<file path="src/mfs_pkg.sv">
/*
 Package for the multifunction light switch: timing constants and the state enumeration.
 Assumes a 20 MHz system clock and a 10 ms program cycle produced by a divider.
*/
package mfs_pkg;

   localparam int unsigned CLK_HZ          = 20_000_000;
   localparam int unsigned CYCLE_US        = 10_000;
   localparam int unsigned CYCLE_CLKS      = CLK_HZ / 1_000_000 * CYCLE_US;
   localparam int unsigned TIME_W          = 16;
   localparam int unsigned DIV_W           = 18;
   // Defaults in program cycles of 10 ms.
   localparam logic [15:0] HOLD_DEFAULT    = 16'h03E8;
   localparam logic [15:0] PRESS_DEFAULT   = 16'h0064;
   localparam logic [15:0] TIME_RESET      = 16'h0000;

   typedef enum logic [1:0] {
      MFS_OFF,
      MFS_TIMED,
      MFS_CONT
   } mfs_state_t;

endpackage : mfs_pkg

</file>
<file path="src/mfs_switch.sv">
/*
 Multifunction light switch: pulse switch with off-delay, or continuous
 lighting after a long press; a further actuation turns the output off.
 Assumes the trigger is synchronous to clk_i and that rst_i is raised on power loss.
*/
// Operation
// Rising trigger sets output, restarts elapsed time.
// Elapsed reaching hold time clears output.
// Power loss clears elapsed time.
// Long press enables continuous lighting.
// Further actuation while active turns output off.
// Both times at least 0.10 s; the code sets no lower limit on hold_time_i or press_time_i.
// Sample once per cycle, whole-cycle steps.
`timescale 1ns/1ps
`default_nettype none
module mfs_switch
   import mfs_pkg::*;
#(
   parameter int unsigned DIV = CYCLE_CLKS
)
(
   input  wire logic                      clk_i,
   input  wire logic                      rst_i,
   input  wire logic                      trg_i,
   input  wire logic [mfs_pkg::TIME_W-1:0] hold_time_i,
   input  wire logic [mfs_pkg::TIME_W-1:0] press_time_i,
   output logic                           q_o,
   output logic                           cont_o
);
   import mfs_pkg::*;

   typedef struct packed {
      mfs_state_t        st;
      logic              trg_q;
      logic              pressing;
      logic [TIME_W-1:0] elapsed;
      logic [TIME_W-1:0] press;
      logic              q;
   } mfs_st_t;

   mfs_st_t s;
   mfs_st_t next_s;
   logic    tick;
   logic    rise;

   mfs_tick #(
      .DIV (DIV)
   ) u_tick (
      .clk_i  (clk_i),
      .rst_i  (rst_i),
      .tick_o (tick)
   );

   // Trigger is looked at only on the program cycle tick, like a scanned program.
   assign rise = tick && trg_i && !s.trg_q;

   always_comb
   begin
      next_s = s;
      if (tick)
      begin
         next_s.trg_q = trg_i;
         if (!trg_i)
            next_s.pressing = 1'b0;
         else if (s.pressing && s.press != '1)
            next_s.press = s.press + 1'b1;
         unique case (s.st)
            MFS_OFF:
            begin
               if (rise)
               begin
                  next_s.st       = MFS_TIMED;
                  next_s.q        = 1'b1;
                  next_s.elapsed  = TIME_RESET;
                  next_s.pressing = 1'b1;
                  next_s.press    = TIME_RESET;
               end
            end
            MFS_TIMED:
            begin
               if (rise)
               begin
                  next_s.st       = MFS_OFF;
                  next_s.q        = 1'b0;
                  next_s.elapsed  = TIME_RESET;
                  next_s.pressing = 1'b0;
               end
               else if (s.pressing && trg_i && s.press + 1'b1 >= press_time_i)
               begin
                  next_s.st       = MFS_CONT;
                  next_s.pressing = 1'b0;
               end
               else if (s.elapsed + 1'b1 >= hold_time_i)
               begin
                  // A still-held trigger past the hold time does not extend lighting.
                  next_s.st      = MFS_OFF;
                  next_s.q       = 1'b0;
                  next_s.elapsed = TIME_RESET;
               end
               else
               begin
                  next_s.elapsed = s.elapsed + 1'b1;
               end
            end
            MFS_CONT:
            begin
               if (rise)
               begin
                  next_s.st      = MFS_OFF;
                  next_s.q       = 1'b0;
                  next_s.elapsed = TIME_RESET;
               end
            end
         endcase
      end
   end

   always_ff @(posedge clk_i)
   begin
      if (rst_i)
      begin
         s         <= '0;
         s.st      <= MFS_OFF;
         s.elapsed <= TIME_RESET;
      end
      else
      begin
         s <= next_s;
      end
   end

   assign q_o    = s.q;
   assign cont_o = (s.st == MFS_CONT);
endmodule // mfs_switch
`default_nettype wire

</file>
<file path="src/mfs_tick.sv">
/*
 Program cycle divider: one-cycle enable pulse every DIV clocks.
 Assumes a synchronous active-high reset.
*/
`timescale 1ns/1ps
`default_nettype none
module mfs_tick
   import mfs_pkg::*;
#(
   parameter int unsigned DIV = CYCLE_CLKS
)
(
   input  wire logic clk_i,
   input  wire logic rst_i,
   output logic      tick_o
);
   typedef struct packed {
      logic [DIV_W-1:0] cnt;
      logic             tick;
   } mfs_tick_st_t;

   mfs_tick_st_t s;
   mfs_tick_st_t next_s;

   always_comb
   begin
      next_s      = s;
      next_s.tick = 1'b0;
      if (s.cnt == DIV_W'(DIV - 1))
      begin
         next_s.cnt  = '0;
         next_s.tick = 1'b1;
      end
      else
      begin
         next_s.cnt = s.cnt + 1'b1;
      end
   end

   always_ff @(posedge clk_i)
   begin
      if (rst_i)
         s <= '0;
      else
         s <= next_s;
   end

   assign tick_o = s.tick;
endmodule // mfs_tick
`default_nettype wire

</file>
<file path="config.mk">
export PLATFORM = sky130hd
export DESIGN_NAME = mfs_switch
export DESIGN_NICKNAME = d
export VERILOG_FILES = /design/src/mfs_pkg.sv /design/src/mfs_switch.sv /design/src/mfs_tick.sv
export SDC_FILE = /design/constraint.sdc
export NUM_CORES = 1
export LEC_CHECK = 0
export ABC_AREA = 1
export BUFFER_PORTS_ARGS = -buffer_cell sky130_fd_sc_hd__buf_2
export CAP_MARGIN = 20
export CORE_ASPECT_RATIO = 0.5
export CORE_UTILIZATION = 55
export CTS_CLUSTER_SIZE = 8
export DETAILED_ROUTE_END_ITERATION = 10
export PLACE_DENSITY = 0.75
export SLEW_MARGIN = 20
export SYNTH_ARGS = -nofsm -noshare
export SYNTH_HDL_FRONTEND = slang
export SYNTH_HIERARCHICAL = 1
export SYNTH_SLANG_ARGS = --single-unit
</file>
<file path="constraint.sdc">
create_clock -name clk_i -period 3.92 [get_ports clk_i]
set_input_delay 0.392 -clock clk_i [delete_from_list [all_inputs] [get_ports clk_i]]
set_output_delay 0.392 -clock clk_i [all_outputs]
set_load 0.01 [all_outputs]
</file>
=== Yosys cells after proc, flatten, opt, wreduce, memory -nomap -nowiden ===
Cells that the tools add are included.
W data, S select, Z words.

* Bits in latches: 0
* Memory bits (writable): 0
* Output and inout port bits: 2
* ROM bits: 0
* Register bits: 56
* Input bits: 35
* Memories kept: 0
* Word-level logic and storage cells: 57

* Shifts and indexed selects: 0
* Bitwise gates (word level): 0
* Equality and inequality tests: 9
* Div/mod/pow operators: 0
* $lt $le $gt $ge: 2
* $add $sub $neg: 3
* Reductions and logical operators: 11
* Multiply operators: 0
* Multiplexer cells: 24

{| class="wikitable"
|+ Operators by type and width
! operator !! count
|-
| $mux W16 || 6
|-
| $pmux W16 S3 || 1
|-
| $mux W34 || 1
|-
| $add A16 B1 Y16 const B || 2
|-
| $ge A16 B16 Y1 || 2
|-
| $add A18 B1 Y18 const B || 1
|-
| $eq A18 B18 Y1 const B || 1
|-
| $mux W17 || 1
|-
| $ne A16 B16 Y1 const B || 1
|-
| $mux W2 || 5
|-
| $reduce_and A4 Y1 || 2
|-
| $mux W1 || 7
|-
| $ne A3 B3 Y1 const B || 2
|-
| $pmux W2 S3 || 1
|-
| $logic_and A1 B1 Y1 || 5
|-
| $reduce_and A5 Y1 || 1
|-
| $ne A4 B4 Y1 const B || 1
|-
| $pmux W1 S3 || 1
|-
| $eq A2 B1 Y1 const B || 1
|-
| $eq A2 B2 Y1 const B || 1
|-
| $logic_not A2 Y1 || 1
|-
| $ne A2 B1 Y1 const B || 1
|-
| $ne A2 B2 Y1 const B || 1
|-
| $pmux W1 S2 || 1
|-
| other kinds (2) || 2
|}

=== Depth between registers and ports, before layout ===
Gate-level depths: netlist of run 1.

* Depth after elaboration: 6
* Gate-level depth with buffers: 20
* Depth with buffers taken out: 20

=== Modules after synthesis ===
Netlist of run 1, hierarchy kept.

{| class="wikitable"
|+ By module, submodules not included
! module !! area each (um2) !! seq. area each (um2) !! cells an instance !! instances
|-
| mfs_switch || 3146.8 || 740.7 || 476 || 1
|-
| mfs_tick || 983.4 || 380.4 || 140 || 1
|}

=== Worst setup path before layout of run 1 ===
No wires, ideal clock.

* Path kind: flip-flop to flip-flop
* From: register, netlist name s[1]
* To: register, netlist name s[24]
* Period minus slack after synthesis: 2.732 ns
* Required time: 3.850 ns
* Cell stages (with the launch flop): 21
* Path buffers: 1
* Slack: 1.188 ns
* Setup time: 0.070 ns
* Arrival time: 2.661 ns
* Cells stage by stage: dfxtp_1 > nand3_1 > nor2_2 > nand2_1 > nor2_1 > nand3_1 > nor2_1 > xor2_1 > inv_1 > ha_1 > nand2_1 > o21bai_1 > a21oi_1 > nor2_1 > nand2_1 > nand2_2 > nand2_4 > nor2_4 > buf_6 > nand2_1 > a21oi_1

==> flow_summary.html, run 1 <==
<table>
<tr><th>Metric</th><th>Value</th></tr>
<tr><th colspan="2">STA</th></tr>
<tr><td>Max Transition Viols Final</td><td>0</td></tr>
<tr><td>Skew final</td><td>4.134 ps</td></tr>
<tr><td>Min Clock Period, post-route</td><td>3252 ps</td></tr>
<tr><td>Highest Clock Rate</td><td>0.3075 GHz</td></tr>
<tr><td>Remaining max-slew budget at the tightest pin</td><td>0.5038</td></tr>
<tr><td>Share of the cycle needed by the critical path after routing</td><td>0.8297</td></tr>
<tr><td>Setup repair after global routing missed its margin</td><td>false</td></tr>
<tr><td>Worst Hold Slack</td><td>413.2 ps</td></tr>
<tr><td>Worst Slack Setup Final</td><td>667.5 ps</td></tr>
<tr><td>Total negative slack for setup checks</td><td>0 ps</td></tr>
<tr><td>Slew at the pin closest to its max-slew limit</td><td>744.3 ps</td></tr>
<tr><td>Final-report setup violation count</td><td>0</td></tr>
<tr><td>Number of hold violations in the final report</td><td>0</td></tr>
<tr><th colspan="2">Yosys</th></tr>
<tr><td>Post-synthesis cell count</td><td>616</td></tr>
<tr><td>Post-Syn Area per Cell</td><td>6.705 sq um</td></tr>
<tr><td>Synth top area cells</td><td>dfxtp_1 (27%), nand2_1 (15%), ha_1 (12%), inv_1 (8.2%), a21oi_1 (6.3%)</td></tr>
<tr><td>Synth Cell Area</td><td>4130 sq um</td></tr>
<tr><td>Post-synth top area share</td><td>0.2714</td></tr>
<tr><td>Count of synthesis-stage warnings from yosys</td><td>6</td></tr>
<tr><td>Share of the yosys chip area belonging to registers</td><td>0.2714</td></tr>
<tr><td>Count of different cell masters after synthesis</td><td>36</td></tr>
<tr><td>Post-synthesis sequential element count</td><td>56</td></tr>
<tr><td>Synthesized netlist net count</td><td>689</td></tr>
<tr><td>Post-synthesis cell type with the largest combined area</td><td>dfxtp_1</td></tr>
<tr><th colspan="2">Global routing</th></tr>
<tr><td>Vias in the first global route</td><td>3437</td></tr>
<tr><td>Initial antenna violation count</td><td>0</td></tr>
<tr><td>Largest net degree at the start of global routing</td><td>23</td></tr>
<tr><td>Total congestion overflow after global routing</td><td>0</td></tr>
<tr><td>Global Route Usage Sum</td><td>0.2176</td></tr>
<tr><td>Wire length of the first global-routing pass</td><td>14120 microns</td></tr>
<tr><th colspan="2">Clocking</th></tr>
<tr><td>Gates resized, CTS repair</td><td>0</td></tr>
<tr><td>Number of sinks handled by clock tree synthesis</td><td>56</td></tr>
<tr><td>Deepest level of the CTS H-tree</td><td>2</td></tr>
<tr><td>CTS tree</td><td>yes</td></tr>
<tr><td>TritonCTS Buffers</td><td>5</td></tr>
<tr><td>Clock insertion delay at the later pin of the skew report</td><td>300 ps</td></tr>
<tr><td>Clock slew at reported path FFs</td><td>70 ps</td></tr>
<tr><td>Setup Buffers After CTS</td><td>0</td></tr>
<tr><td>Maximum root-to-sink buffer count</td><td>2</td></tr>
<tr><td>Root buffer cell</td><td>clkbuf_16</td></tr>
<tr><td>CTS Hold Bufs</td><td>0</td></tr>
<tr><th colspan="2">Cells and area</th></tr>
<tr><td>Post-synthesis to final-layout area growth</td><td>8.937%</td></tr>
<tr><td>Share of layout cells above drive strength 1</td><td>0.1321</td></tr>
<tr><td>Area taken by multi-input logic gates</td><td>2575 sq um</td></tr>
<tr><td># nets final</td><td>723</td></tr>
<tr><td>Filler Cells Inserted</td><td>663</td></tr>
<tr><td>Most common cell after layout, fill and taps aside</td><td>nand2_1</td></tr>
<tr><td>Sequential Area</td><td>1121 sq um</td></tr>
<tr><td># diodes</td><td>0</td></tr>
<tr><td>Commonest cells after routing, fill and taps aside</td><td>nand2_1 (161), inv_1 (90), nor2_1 (58)</td></tr>
<tr><th colspan="2">Place</th></tr>
<tr><td>Post-detailed-placement half-perimeter wirelength</td><td>6056 microns</td></tr>
<tr><td>Placer Congestion</td><td>0.8375</td></tr>
<tr><td>Port Buffer Count</td><td>36</td></tr>
<tr><td>Pre-CTS worst setup slack</td><td>677.8 ps</td></tr>
<tr><th colspan="2">Routing</th></tr>
<tr><td>Final routed wirelength across all metal layers</td><td>8017 microns</td></tr>
<tr><td>Violation count after the first detailed-route iteration</td><td>211</td></tr>
<tr><td>Routed length per instance</td><td>10.79 microns</td></tr>
<tr><td>Average vias per placed instance</td><td>4.942</td></tr>
<tr><td>Number of antenna-violating nets in the routed design</td><td>0</td></tr>
<tr><td>Number of design rule violations left after detail routing</td><td>0</td></tr>
<tr><td>First-pass iteration count of the detailed router</td><td>4</td></tr>
<tr><td>Routed via count</td><td>3672</td></tr>
<tr><th colspan="2">Worst hold path</th></tr>
<tr><td>Cells on Worst Hold Path</td><td>3</td></tr>
<tr><td>Class of the worst hold path</td><td>in -&gt; reg</td></tr>
<tr><th colspan="2">Power and ir drop</th></tr>
<tr><td>Leakage power of the design</td><td>2.064 nW</td></tr>
<tr><td>Power Dens Cells</td><td>242.5 nW/um^2</td></tr>
<tr><td>Worst-case vdd ir drop</td><td>174.4 uV</td></tr>
<tr><th colspan="2">Critical path</th></tr>
<tr><td>R2R depth</td><td>19</td></tr>
<tr><td>Critical Path End Type</td><td>flop</td></tr>
<tr><td>Arrival time reported for the critical path endpoint</td><td>3480 ps</td></tr>
<tr><td>Max FO, Critical Path</td><td>18</td></tr>
<tr><td>Type of the worst setup path</td><td>reg -&gt; reg</td></tr>
<tr><td>Type of origin of the critical path</td><td>flop</td></tr>
<tr><td>Data required time at the worst endpoint</td><td>4150 ps</td></tr>
<tr><th colspan="2">Die</th></tr>
<tr><td>Die area</td><td>7881 sq um</td></tr>
<tr><td>Core footprint</td><td>6963 sq um</td></tr>
<tr><td>Overall die height</td><td>63.28 microns</td></tr>
<tr><td>Floorplan die width</td><td>124.6 microns</td></tr>
<tr><td>Top Ports</td><td>37</td></tr>
<tr><td>Row Count</td><td>21</td></tr>
<tr><td>Starting Density</td><td>0.5932</td></tr>
<tr><th colspan="2">Run</th></tr>
<tr><td>Max-Cap Viols</td><td>0</td></tr>
<tr><th colspan="2">Run status</th></tr>
<tr><td>Status</td><td>complete, no violations</td></tr>
</table>
==> sequential cells by signal (all words and copies together) (netlist names) <==
register,cells
s,36
u_tick/s,18
q_o,1
u_tick/tick_o,1
==> synthesized netlist by cell type (all sizes together) <==
master and instances:
inv 95, nor4 1, a21oi 52, buf 5, xnor2 11, a31oi 1
nand3b 2, o21bai 4, o21a 1, nand2 168, o31ai 1, ha 38
or2 5, clkbuf 5, o21ai 33, nand4 7, nor3 7, xor2 19
nand3 29, nor2 75, and2 1, dfxtp 56
==> critical path, stage by stage, from the launching register on <==
cell	delay, ps
dfxtp_1	420
nand3_1	170
nor2_2	170
nand2_1	80
nor2_1	150
nand3_1	120
nor2_1	140
xor2_1	200
inv_1	70
ha_1	290
nand2_1	90
o21bai_1	110
a21oi_1	80
nor2_1	150
nand2_1	130
nand2_2	90
nand2_4	130
nor2_4	350
nand2_1	90
a21oi_1	140
==> power breakdown <==
part	internal, mW	switching, mW	total [mW]
combinational	0.0279	0.0354	0.0633
sequential	0.571	0.00260	0.573
clock	0.238	0.216	0.454
total	0.837	0.254	1.09
==> cells by family (layout without fill, tap and decap cells) <==
kind of cell,after synthesis,in the layout,share of synthesized area
xor+xnor,30,30,0.06362
fa+ha+maj,38,38,0.1151
compound gates,92,92,0.1188
buf+inv,105,140,0.1051
flops,56,56,0.2714
simple gates,295,295,0.3260
==> final timing paths <==
kind | startpoint | end | slack (ps)
setup / recovery | s[1]$_SDFFE_PP0P_ | s[21]$_SDFFE_PP0P_ | 670
hold / removal | trg_i | s[34]$_SDFFE_PP0P_ | 410
setup reg to reg | s[1]$_SDFFE_PP0P_ | s[21]$_SDFFE_PP0P_ | 670
hold reg to reg | s[34]$_SDFFE_PP0P_ | s[34]$_SDFFE_PP0P_ | 470
==> layer usage <==
layer  vias to the layer above  track usage  share of wire
li1                       2013            -              -
met1                      1621       0.2462           0.47
met2                        30       0.4116           0.48
met3                         8      0.04588          0.032
met4                         0      0.06627          0.011
met5                         -            0              0
==> metrics by stage <==
| step | total power [mW] | utilization | cells | cell area, sq um |
|---|---|---|---|---|
| detailed placement | 0.6511 | 0.6244 | 734 | 4348 |
| finish | 1.091 | 0.6462 | 743 | 4499 |
| global placement | 0.6489 | 0.6244 | 734 | 4348 |
| CTS | 1.112 | 0.6455 | 742 | 4494 |
| floorplan | 0.6278 | - | 616 | 4130 |
| global route | 1.137 | 0.6462 | 743 | 4499 |
==> layout make-up <==
type                       count  area share
inverter                      95     0.07925
clock inverter                 3    0.004727
timing repair buffer          37     0.04116
multi-input combinational    455      0.5723
sequential                    56      0.2492
clock buffer                   5     0.02781
tap                           92     0.02558
No activity file was read; power rests on OpenSTA's default activity.
==> run 2, diff against run 1 <==
Settings changed: PLACE_DENSITY 0.75 to 0.78.
Clock period 3.92 ns to 2.95 ns, I/O delays scaled along.
==> flow_summary.html, run 2 (synthesis gave the netlist of run 1 again) <==
<table>
<tr><th>Metric</th><th>Value</th></tr>
<tr><th colspan="2">STA</th></tr>
<tr><td>Slew at the pin closest to its max-slew limit</td><td>554.5 ps (-189.8 ps)</td></tr>
<tr><td>Final-report setup violation count</td><td>0 (unchanged)</td></tr>
<tr><td>Skew final</td><td>8.477 ps (+4.343 ps)</td></tr>
<tr><td>Min Clock Period, post-route</td><td>2890 ps (-362.6 ps)</td></tr>
<tr><td>Share of the cycle needed by the critical path after routing</td><td>0.9796 (+0.1499)</td></tr>
<tr><td>Total negative slack for setup checks</td><td>0 ps (unchanged)</td></tr>
<tr><td>Max Transition Viols Final</td><td>0 (unchanged)</td></tr>
<tr><td>Worst Slack Setup Final</td><td>60.11 ps (-607.4 ps)</td></tr>
<tr><td>Remaining max-slew budget at the tightest pin</td><td>0.6299 (+0.1261)</td></tr>
<tr><td>Setup repair after global routing missed its margin</td><td>true</td></tr>
<tr><td>Highest Clock Rate</td><td>0.3460 GHz (+13%)</td></tr>
<tr><td>Number of hold violations in the final report</td><td>0 (unchanged)</td></tr>
<tr><th colspan="2">Critical path</th></tr>
<tr><td>Type of origin of the critical path</td><td>flop</td></tr>
<tr><td>Critical Path End Type</td><td>flop</td></tr>
<tr><td>Max FO, Critical Path</td><td>8 (-10)</td></tr>
<tr><td>Data required time at the worst endpoint</td><td>3180 ps (-970 ps)</td></tr>
<tr><td>Arrival time reported for the critical path endpoint</td><td>3120 ps (-360 ps)</td></tr>
<tr><td>Type of the worst setup path</td><td>reg -&gt; reg</td></tr>
<tr><th colspan="2">Clocking</th></tr>
<tr><td>Clock slew at reported path FFs</td><td>80 ps (about the same)</td></tr>
<tr><td>Maximum root-to-sink buffer count</td><td>2 (unchanged)</td></tr>
<tr><td>TritonCTS Buffers</td><td>5 (unchanged)</td></tr>
<tr><td>Number of sinks handled by clock tree synthesis</td><td>56 (unchanged)</td></tr>
<tr><td>CTS tree</td><td>yes</td></tr>
<tr><td>Root buffer cell</td><td>clkbuf_16</td></tr>
<tr><td>Deepest level of the CTS H-tree</td><td>2 (unchanged)</td></tr>
<tr><td>Clock insertion delay at the later pin of the skew report</td><td>300 ps (about the same)</td></tr>
<tr><th colspan="2">Run</th></tr>
<tr><td>Max-Cap Viols</td><td>0 (unchanged)</td></tr>
<tr><th colspan="2">Global routing</th></tr>
<tr><td>Initial antenna violation count</td><td>0 (unchanged)</td></tr>
<tr><td>Vias in the first global route</td><td>3393 (-1.3%)</td></tr>
<tr><td>Largest net degree at the start of global routing</td><td>23 (unchanged)</td></tr>
<tr><td>Global Route Usage Sum</td><td>0.2345 (+0.01691)</td></tr>
<tr><td>Wire length of the first global-routing pass</td><td>15260 microns (+8.1%)</td></tr>
<tr><td>Total congestion overflow after global routing</td><td>0 (unchanged)</td></tr>
<tr><th colspan="2">Cells and area</th></tr>
<tr><td>Final design instance area without fill</td><td>4967 sq um (+10%)</td></tr>
<tr><td>Most common cell after layout, fill and taps aside</td><td>nand2_1</td></tr>
<tr><td>Largest registers</td><td>s: 36 flops, u_tick/s: 18 flops</td></tr>
<tr><td>Sequential Area</td><td>1132 sq um (+1.0%)</td></tr>
<tr><td>Filler Cells Inserted</td><td>571 (-14%)</td></tr>
<tr><td>Share of the core filled with cells</td><td>0.7134 (+0.06721)</td></tr>
<tr><td># nets final</td><td>749 (+3.6%)</td></tr>
<tr><td>Area taken by multi-input logic gates</td><td>2746 sq um (+6.7%)</td></tr>
<tr><td># diodes</td><td>0 (unchanged)</td></tr>
<tr><td>Share of layout cells above drive strength 1</td><td>0.2171 (+0.08503)</td></tr>
<tr><td>Register name with the most flops</td><td>s</td></tr>
<tr><td>Number of flip-flops in the largest register</td><td>36 (unchanged)</td></tr>
<tr><td>Post-synthesis to final-layout area growth</td><td>20.27%</td></tr>
<tr><td>Commonest cells after routing, fill and taps aside</td><td>nand2_1 (157), inv_1 (89), nor2_1 (52)</td></tr>
<tr><td>Layout Cells excl Fill</td><td>769 (+3.5%)</td></tr>
<tr><th colspan="2">Power and ir drop</th></tr>
<tr><td>Leakage power of the design</td><td>2.275 nW (+10%)</td></tr>
<tr><td>Worst-case vdd ir drop</td><td>232.7 uV (+33%)</td></tr>
<tr><td>Power Dens Cells</td><td>329.8 nW/um^2 (+36%)</td></tr>
<tr><th colspan="2">Routing</th></tr>
<tr><td>Average vias per placed instance</td><td>5.166 (+4.5%)</td></tr>
<tr><td>Routed via count</td><td>3973 (+8.2%)</td></tr>
<tr><td>Number of antenna-violating nets in the routed design</td><td>0 (unchanged)</td></tr>
<tr><td>First-pass iteration count of the detailed router</td><td>7 (+3)</td></tr>
<tr><td>Violation count after the first detailed-route iteration</td><td>217 (+2.8%)</td></tr>
<tr><td>Number of design rule violations left after detail routing</td><td>0 (unchanged)</td></tr>
<tr><td>Routed length per instance</td><td>12.52 microns (+16%)</td></tr>
<tr><td>Final routed wirelength across all metal layers</td><td>9629 microns (+20%)</td></tr>
<tr><th colspan="2">Place</th></tr>
<tr><td>Pre-CTS worst setup slack</td><td>-10.16 ps (-687.9 ps)</td></tr>
<tr><td>Port Buffer Count</td><td>36 (unchanged)</td></tr>
<tr><td>Placed Instance Area</td><td>4451 sq um (+2.4%)</td></tr>
<tr><td>Inst Count DP</td><td>746 (+1.6%)</td></tr>
<tr><td>Placer Congestion</td><td>0.8504 (+1.5%)</td></tr>
<tr><td>Post-detailed-placement half-perimeter wirelength</td><td>6506 microns (+7.4%)</td></tr>
<tr><th colspan="2">Die</th></tr>
<tr><td>Top Ports</td><td>37 (unchanged)</td></tr>
<tr><td>Overall die height</td><td>63.28 microns (unchanged)</td></tr>
<tr><td>Core footprint</td><td>6963 sq um (unchanged)</td></tr>
<tr><td>Starting Density</td><td>0.5932 (unchanged)</td></tr>
<tr><td>Row Count</td><td>21 (unchanged)</td></tr>
<tr><td>Floorplan die width</td><td>124.6 microns (unchanged)</td></tr>
<tr><td>Die area</td><td>7881 sq um (unchanged)</td></tr>
<tr><th colspan="2">Worst hold path</th></tr>
<tr><td>Class of the worst hold path</td><td>in -&gt; reg</td></tr>
<tr><th colspan="2">Run status</th></tr>
<tr><td>Status</td><td>complete, no violations</td></tr>
</table>
## run 2: cell types whose count changed in the layout (fill, tap and decap cells not counted), sizes merged
cell / change
bufinv: +2
clkinv: -1
clkinvlp: -1
buf: +26
## run 2: area by class of cell
| type | count | share of cell area |
|---|---|---|
| well taps | 92 | 0.02317 |
| multi-input cells | 455 | 0.5529 |
| clock buffers | 5 | 0.02519 |
| repair buffers | 63 | 0.08463 |
| inverters | 95 | 0.07229 |
| clock inverters | 3 | 0.01385 |
| flip-flops and latches | 56 | 0.2280 |
## run 2: worst paths after layout
| check | startpoint | endpoint | slack (ps) | cells past startpoint |
|---|---|---|---|---|
| setup / recovery | s[1]$_SDFFE_PP0P_ | s[21]$_SDFFE_PP0P_ | 60 | 21 |
| hold reg to reg | u_tick/s[1]$_SDFF_PP0_ | u_tick/s[1]$_SDFF_PP0_ | 470 | 1 |
| setup reg to reg | s[1]$_SDFFE_PP0P_ | s[21]$_SDFFE_PP0P_ | 60 | 21 |
| hold / removal | trg_i | s[34]$_SDFFE_PP0P_ | 320 | 3 |
## run 2: timing repair
action | CTS | global route
hold buffers | 0 | 0
pin swaps | 1 | 17
buffers inserted | 1 | 13
resized for setup | 1 | 47
setup endpoints to repair | 14 | 19
gates cloned | 0 | 1
## run 2: critical path, cell delays in order (launching register included)
cell	delay (ps)
dfxtp_2	360
buf_6	120
ha_4	140
nand2_4	60
inv_4	60
nand3_4	80
nor2_4	160
nand2_4	80
nor2_4	140
xnor2_2	110
inv_1	70
ha_1	260
nand4_1	130
a21oi_1	60
nor2_1	150
nand2_1	130
nand2_2	90
nand2_4	70
nor2_4	170
buf_12	150
nand2_1	70
a21oi_2	140
## run 2: routing by layer
| metal | wire [microns] | GRT usage |
|---|---|---|
| met3 | 455 | 0.05013 |
| met5 | 0 | 0 |
| met4 | 86 | 0.04669 |
| met1 | 4504 | 0.3102 |
| met2 | 4582 | 0.3950 |
## run 2: stage by stage
step                hold WS (ps)  power [mW]
global route               351.2       1.690
global placement           451.8      0.8637
CTS                        306.8       1.651
floorplan                  367.4      0.8342
detailed placement         457.7      0.8662
finish                     315.9       1.638
## run 2: power breakdown
| group | total [mW] | switching, mW | internal, mW | leakage, nW |
|---|---|---|---|---|
| logic | 0.0886 | 0.0508 | 0.0379 | 1.72 |
| clock network | 0.789 | 0.299 | 0.490 | 0.0944 |
| registers | 0.761 | 0.00322 | 0.757 | 0.455 |
==> run 3, diff against run 2 <==
Settings changed: PLACE_DENSITY 0.78 to 0.77.
==> flow_summary.html, run 3 (synthesis gave the netlist of run 1 again) <==
<table>
<tr><th>Metric</th><th>Value</th></tr>
<tr><th colspan="2">Run status</th></tr>
<tr><td>Status</td><td>complete, no violations</td></tr>
<tr><th colspan="2">Critical path</th></tr>
<tr><td>R2R depth</td><td>21 (unchanged)</td></tr>
<tr><td>Capture instance of the worst register-to-register path</td><td>s[23]$_SDFFE_PP0P_</td></tr>
<tr><td>Type of origin of the critical path</td><td>flop</td></tr>
<tr><td>First element of the critical path</td><td>s[2]$_SDFFE_PP0P_</td></tr>
<tr><td>Data required time at the worst endpoint</td><td>3180 ps (about the same)</td></tr>
<tr><td>CP cell instances</td><td>buf_4, ha_4, nand2_2, inv_2, nand3_4, nor2_4, nand2_4, nor2_4, xnor2_1, inv_1, ha_1, nand4_1, a21oi_2, nor2_2, nand2_2, nand2_2, nand2_4, nor2_4, buf_6, nand2_2, a21oi_2</td></tr>
<tr><td>CP top delay family</td><td>simple AND/OR/NAND/NOR gates</td></tr>
<tr><td>R2R Path Start</td><td>s[2]$_SDFFE_PP0P_</td></tr>
<tr><td>Maximum cell stage delay along the critical path</td><td>380 ps (+20 ps)</td></tr>
<tr><td>Critical Path End Type</td><td>flop</td></tr>
<tr><td>Max FO, Critical Path</td><td>7 (-1)</td></tr>
<tr><td>Worst-path cell with the longest stage delay</td><td>dfxtp_4</td></tr>
<tr><td>CP dominant cell by count</td><td>nand2_2</td></tr>
<tr><td>Buffers and inverters on the worst path</td><td>4 (unchanged)</td></tr>
<tr><td>Type of the worst setup path</td><td>reg -&gt; reg</td></tr>
<tr><td>WP depth</td><td>21 (unchanged)</td></tr>
<tr><td>Destination of the critical timing path</td><td>s[23]$_SDFFE_PP0P_</td></tr>
<tr><td>R2R Setup Slk</td><td>40 ps (-20 ps)</td></tr>
<tr><td>Arrival time reported for the critical path endpoint</td><td>3140 ps (+20 ps)</td></tr>
<tr><th colspan="2">Cells and area</th></tr>
<tr><td>Largest registers</td><td>s: 36 flops, u_tick/s: 18 flops</td></tr>
<tr><td>Post-synthesis to final-layout area growth</td><td>19.78%</td></tr>
<tr><td># diodes</td><td>0 (unchanged)</td></tr>
<tr><td># nets final</td><td>752 (+0.40%)</td></tr>
<tr><td>Number of flip-flops in the largest register</td><td>36 (unchanged)</td></tr>
<tr><td>Sequential Area</td><td>1142 sq um (+0.88%)</td></tr>
<tr><td>Area taken by multi-input logic gates</td><td>2758 sq um (+0.41%)</td></tr>
<tr><td>Register name with the most flops</td><td>s</td></tr>
<tr><td>Most common cell after layout, fill and taps aside</td><td>nand2_1</td></tr>
<tr><td>Filler Cells Inserted</td><td>559 (-2.1%)</td></tr>
<tr><td>Share of layout cells above drive strength 1</td><td>0.2301 (+0.01295)</td></tr>
<tr><td>Commonest cells after routing, fill and taps aside</td><td>nand2_1 (156), inv_1 (89), nor2_1 (52)</td></tr>
<tr><th colspan="2">Routing</th></tr>
<tr><td>First-pass iteration count of the detailed router</td><td>5 (-2)</td></tr>
<tr><td>DR WL met3</td><td>377 microns (-17%)</td></tr>
<tr><td>Routed length per instance</td><td>12.20 microns (-2.6%)</td></tr>
<tr><td>Wire length on met2</td><td>4387 microns (-4.3%)</td></tr>
<tr><td>Uppermost signal routing layer after detailed routing</td><td>met4</td></tr>
<tr><td>Violation count after the first detailed-route iteration</td><td>297 (+37%)</td></tr>
<tr><td>Number of antenna-violating nets in the routed design</td><td>0 (unchanged)</td></tr>
<tr><td>Routed via count</td><td>3879 (-2.4%)</td></tr>
<tr><td>Final routed wirelength across all metal layers</td><td>9394 microns (-2.4%)</td></tr>
<tr><td>DRT met1 WL</td><td>4573 microns (+1.5%)</td></tr>
<tr><td>Number of design rule violations left after detail routing</td><td>0 (unchanged)</td></tr>
<tr><td>Average vias per placed instance</td><td>5.038 (-2.5%)</td></tr>
<tr><th colspan="2">STA</th></tr>
<tr><td>Share of the cycle needed by the critical path after routing</td><td>0.9861 (+0.006490)</td></tr>
<tr><td>Remaining max-slew budget at the tightest pin</td><td>0.6494 (+0.01954)</td></tr>
<tr><td>Total negative slack for setup checks</td><td>0 ps (unchanged)</td></tr>
<tr><td>Min Clock Period, post-route</td><td>2909 ps (+19.15 ps)</td></tr>
<tr><td>Max Transition Viols Final</td><td>0 (unchanged)</td></tr>
<tr><td>Slew at the pin closest to its max-slew limit</td><td>525.3 ps (-29.28 ps)</td></tr>
<tr><td>Final-report setup violation count</td><td>0 (unchanged)</td></tr>
<tr><td>Worst Slack Setup Final</td><td>40.96 ps (-19.15 ps)</td></tr>
<tr><td>Highest Clock Rate</td><td>0.3438 GHz (-0.66%)</td></tr>
<tr><td>Number of hold violations in the final report</td><td>0 (unchanged)</td></tr>
<tr><td>Skew final</td><td>4.241 ps (-4.236 ps)</td></tr>
<tr><th colspan="2">Clocking</th></tr>
<tr><td>CTS tree</td><td>yes</td></tr>
<tr><td>CTS Hold Bufs</td><td>0 (unchanged)</td></tr>
<tr><td>Clock slew at reported path FFs</td><td>70 ps (about the same)</td></tr>
<tr><td>Deepest level of the CTS H-tree</td><td>2 (unchanged)</td></tr>
<tr><td>Number of sinks handled by clock tree synthesis</td><td>56 (unchanged)</td></tr>
<tr><td>Clock insertion delay at the later pin of the skew report</td><td>290 ps (about the same)</td></tr>
<tr><td>Maximum root-to-sink buffer count</td><td>2 (unchanged)</td></tr>
<tr><td>Root buffer cell</td><td>clkbuf_16</td></tr>
<tr><td>TritonCTS Buffers</td><td>5 (unchanged)</td></tr>
<tr><th colspan="2">Power and ir drop</th></tr>
<tr><td>Leakage power of the design</td><td>2.230 nW (-2.0%)</td></tr>
<tr><td>Worst-case vdd ir drop</td><td>217.1 uV (-6.7%)</td></tr>
<tr><td>Power Dens Cells</td><td>306.3 nW/um^2 (-7.1%)</td></tr>
<tr><th colspan="2">Worst hold path</th></tr>
<tr><td>Class of the worst hold path</td><td>in -&gt; reg</td></tr>
<tr><th colspan="2">Die</th></tr>
<tr><td>Starting Density</td><td>0.5932 (unchanged)</td></tr>
<tr><td>Overall die height</td><td>63.28 microns (unchanged)</td></tr>
<tr><td>Die area</td><td>7881 sq um (unchanged)</td></tr>
<tr><td>Row Count</td><td>21 (unchanged)</td></tr>
<tr><td>Core footprint</td><td>6963 sq um (unchanged)</td></tr>
<tr><td>Top Ports</td><td>37 (unchanged)</td></tr>
<tr><td>Floorplan die width</td><td>124.6 microns (unchanged)</td></tr>
<tr><th colspan="2">Global routing</th></tr>
<tr><td>Initial antenna violation count</td><td>0 (unchanged)</td></tr>
<tr><td>Wire length of the first global-routing pass</td><td>15210 microns (-0.36%)</td></tr>
<tr><td>Total congestion overflow after global routing</td><td>0 (unchanged)</td></tr>
<tr><td>Largest net degree at the start of global routing</td><td>23 (unchanged)</td></tr>
<tr><td>Global Route Usage Sum</td><td>0.2340 (-0.0004170)</td></tr>
<tr><td>Vias in the first global route</td><td>3415 (+0.65%)</td></tr>
<tr><th colspan="2">Place</th></tr>
<tr><td>Placer Congestion</td><td>0.8260 (-2.9%)</td></tr>
<tr><td>Port Buffer Count</td><td>36 (unchanged)</td></tr>
<tr><td>Post-detailed-placement half-perimeter wirelength</td><td>6518 microns (+0.18%)</td></tr>
<tr><td>Pre-CTS worst setup slack</td><td>-64.46 ps (-54.29 ps)</td></tr>
<tr><th colspan="2">Run</th></tr>
<tr><td>Max-Cap Viols</td><td>0 (unchanged)</td></tr>
</table>
[run 3: changes by cell type in the layout (fill, tap and decap cells not counted), sizes merged]
cell	change
bufinv	-1
inv	-1
buf	+4
clkbuf	-1
[run 3: what timing repair did]
| action | in CTS | in global routing |
|---|---|---|
| gates cloned | 0 | 0 |
| buffers inserted | 3 | 18 |
| gates resized for setup | 0 | 59 |
| endpoints found under the setup margin | 14 | 19 |
| pin swaps | 1 | 19 |
[run 3: worst min-delay path: cells and delay by family]
| family | cells | cell delay (ps) |
|---|---|---|
| buf+inv | 1 | 120 |
| simple gates | 1 | 90 |
| compound gates | 1 | 70 |
[run 3: per-layer routing]
metal | GRT usage | up-vias
li1 | - | 2068
met4 | 0.04066 | 0
met3 | 0.04673 | 7
met1 | 0.3142 | 1735
met5 | 0 | -
met2 | 0.3936 | 69
[run 3: how the worst min path moves through the flow]
stage / startpoint / endpoint / slack [ps] / cells after the start
after global placement: s[34]$_SDFFE_PP0P_ / s[34]$_SDFFE_PP0P_ / 450 / 2
after floorplan: rst_i / u_tick/tick_o$_SDFF_PP0_ / 370 / 1
final: trg_i / s[34]$_SDFFE_PP0P_ / 320 / 3
after CTS: trg_i / s[34]$_SDFFE_PP0P_ / 320 / 3
after detailed placement: u_tick/s[1]$_SDFF_PP0_ / u_tick/s[1]$_SDFF_PP0_ / 460 / 1
after global routing: trg_i / s[34]$_SDFFE_PP0P_ / 350 / 3
[run 3: cell type report]
cell class,count,area share
Multi-Input combinational cell,455,0.5574
Sequential cell,56,0.2309
Timing Repair Buffer,66,0.08498
Inverter,95,0.07208
Clock buffer,5,0.02529
Tap cell,92,0.02327
Clock inverter,1,0.006070
[run 3: through the flow]
stage / hold WS [ps] / instance area [sq um] / power [mW] / std cells / utilization
5_1_grt: 353.1 / 4947 / 1.570 / 770 / 0.7105
2_1_floorplan: 367.4 / 4130 / 0.8342 / 616 / -
3_5_place_dp: 459.7 / 4415 / 0.8661 / 743 / 0.6341
6_report: 324.5 / 4947 / 1.515 / 770 / 0.7105
4_1_cts: 319.4 / 4593 / 1.525 / 752 / 0.6597
3_3_place_gp: 450.3 / 4415 / 0.8643 / 743 / 0.6341
[run 3: power by group]
| part | internal [mW] | switching [mW] | leakage (nW) |
|---|---|---|---|
| clock network | 0.392 | 0.274 | 0.0757 |
| registers | 0.756 | 0.00349 | 0.458 |
| logic | 0.0387 | 0.0513 | 1.70 |
| total | 1.19 | 0.329 | 2.23 |
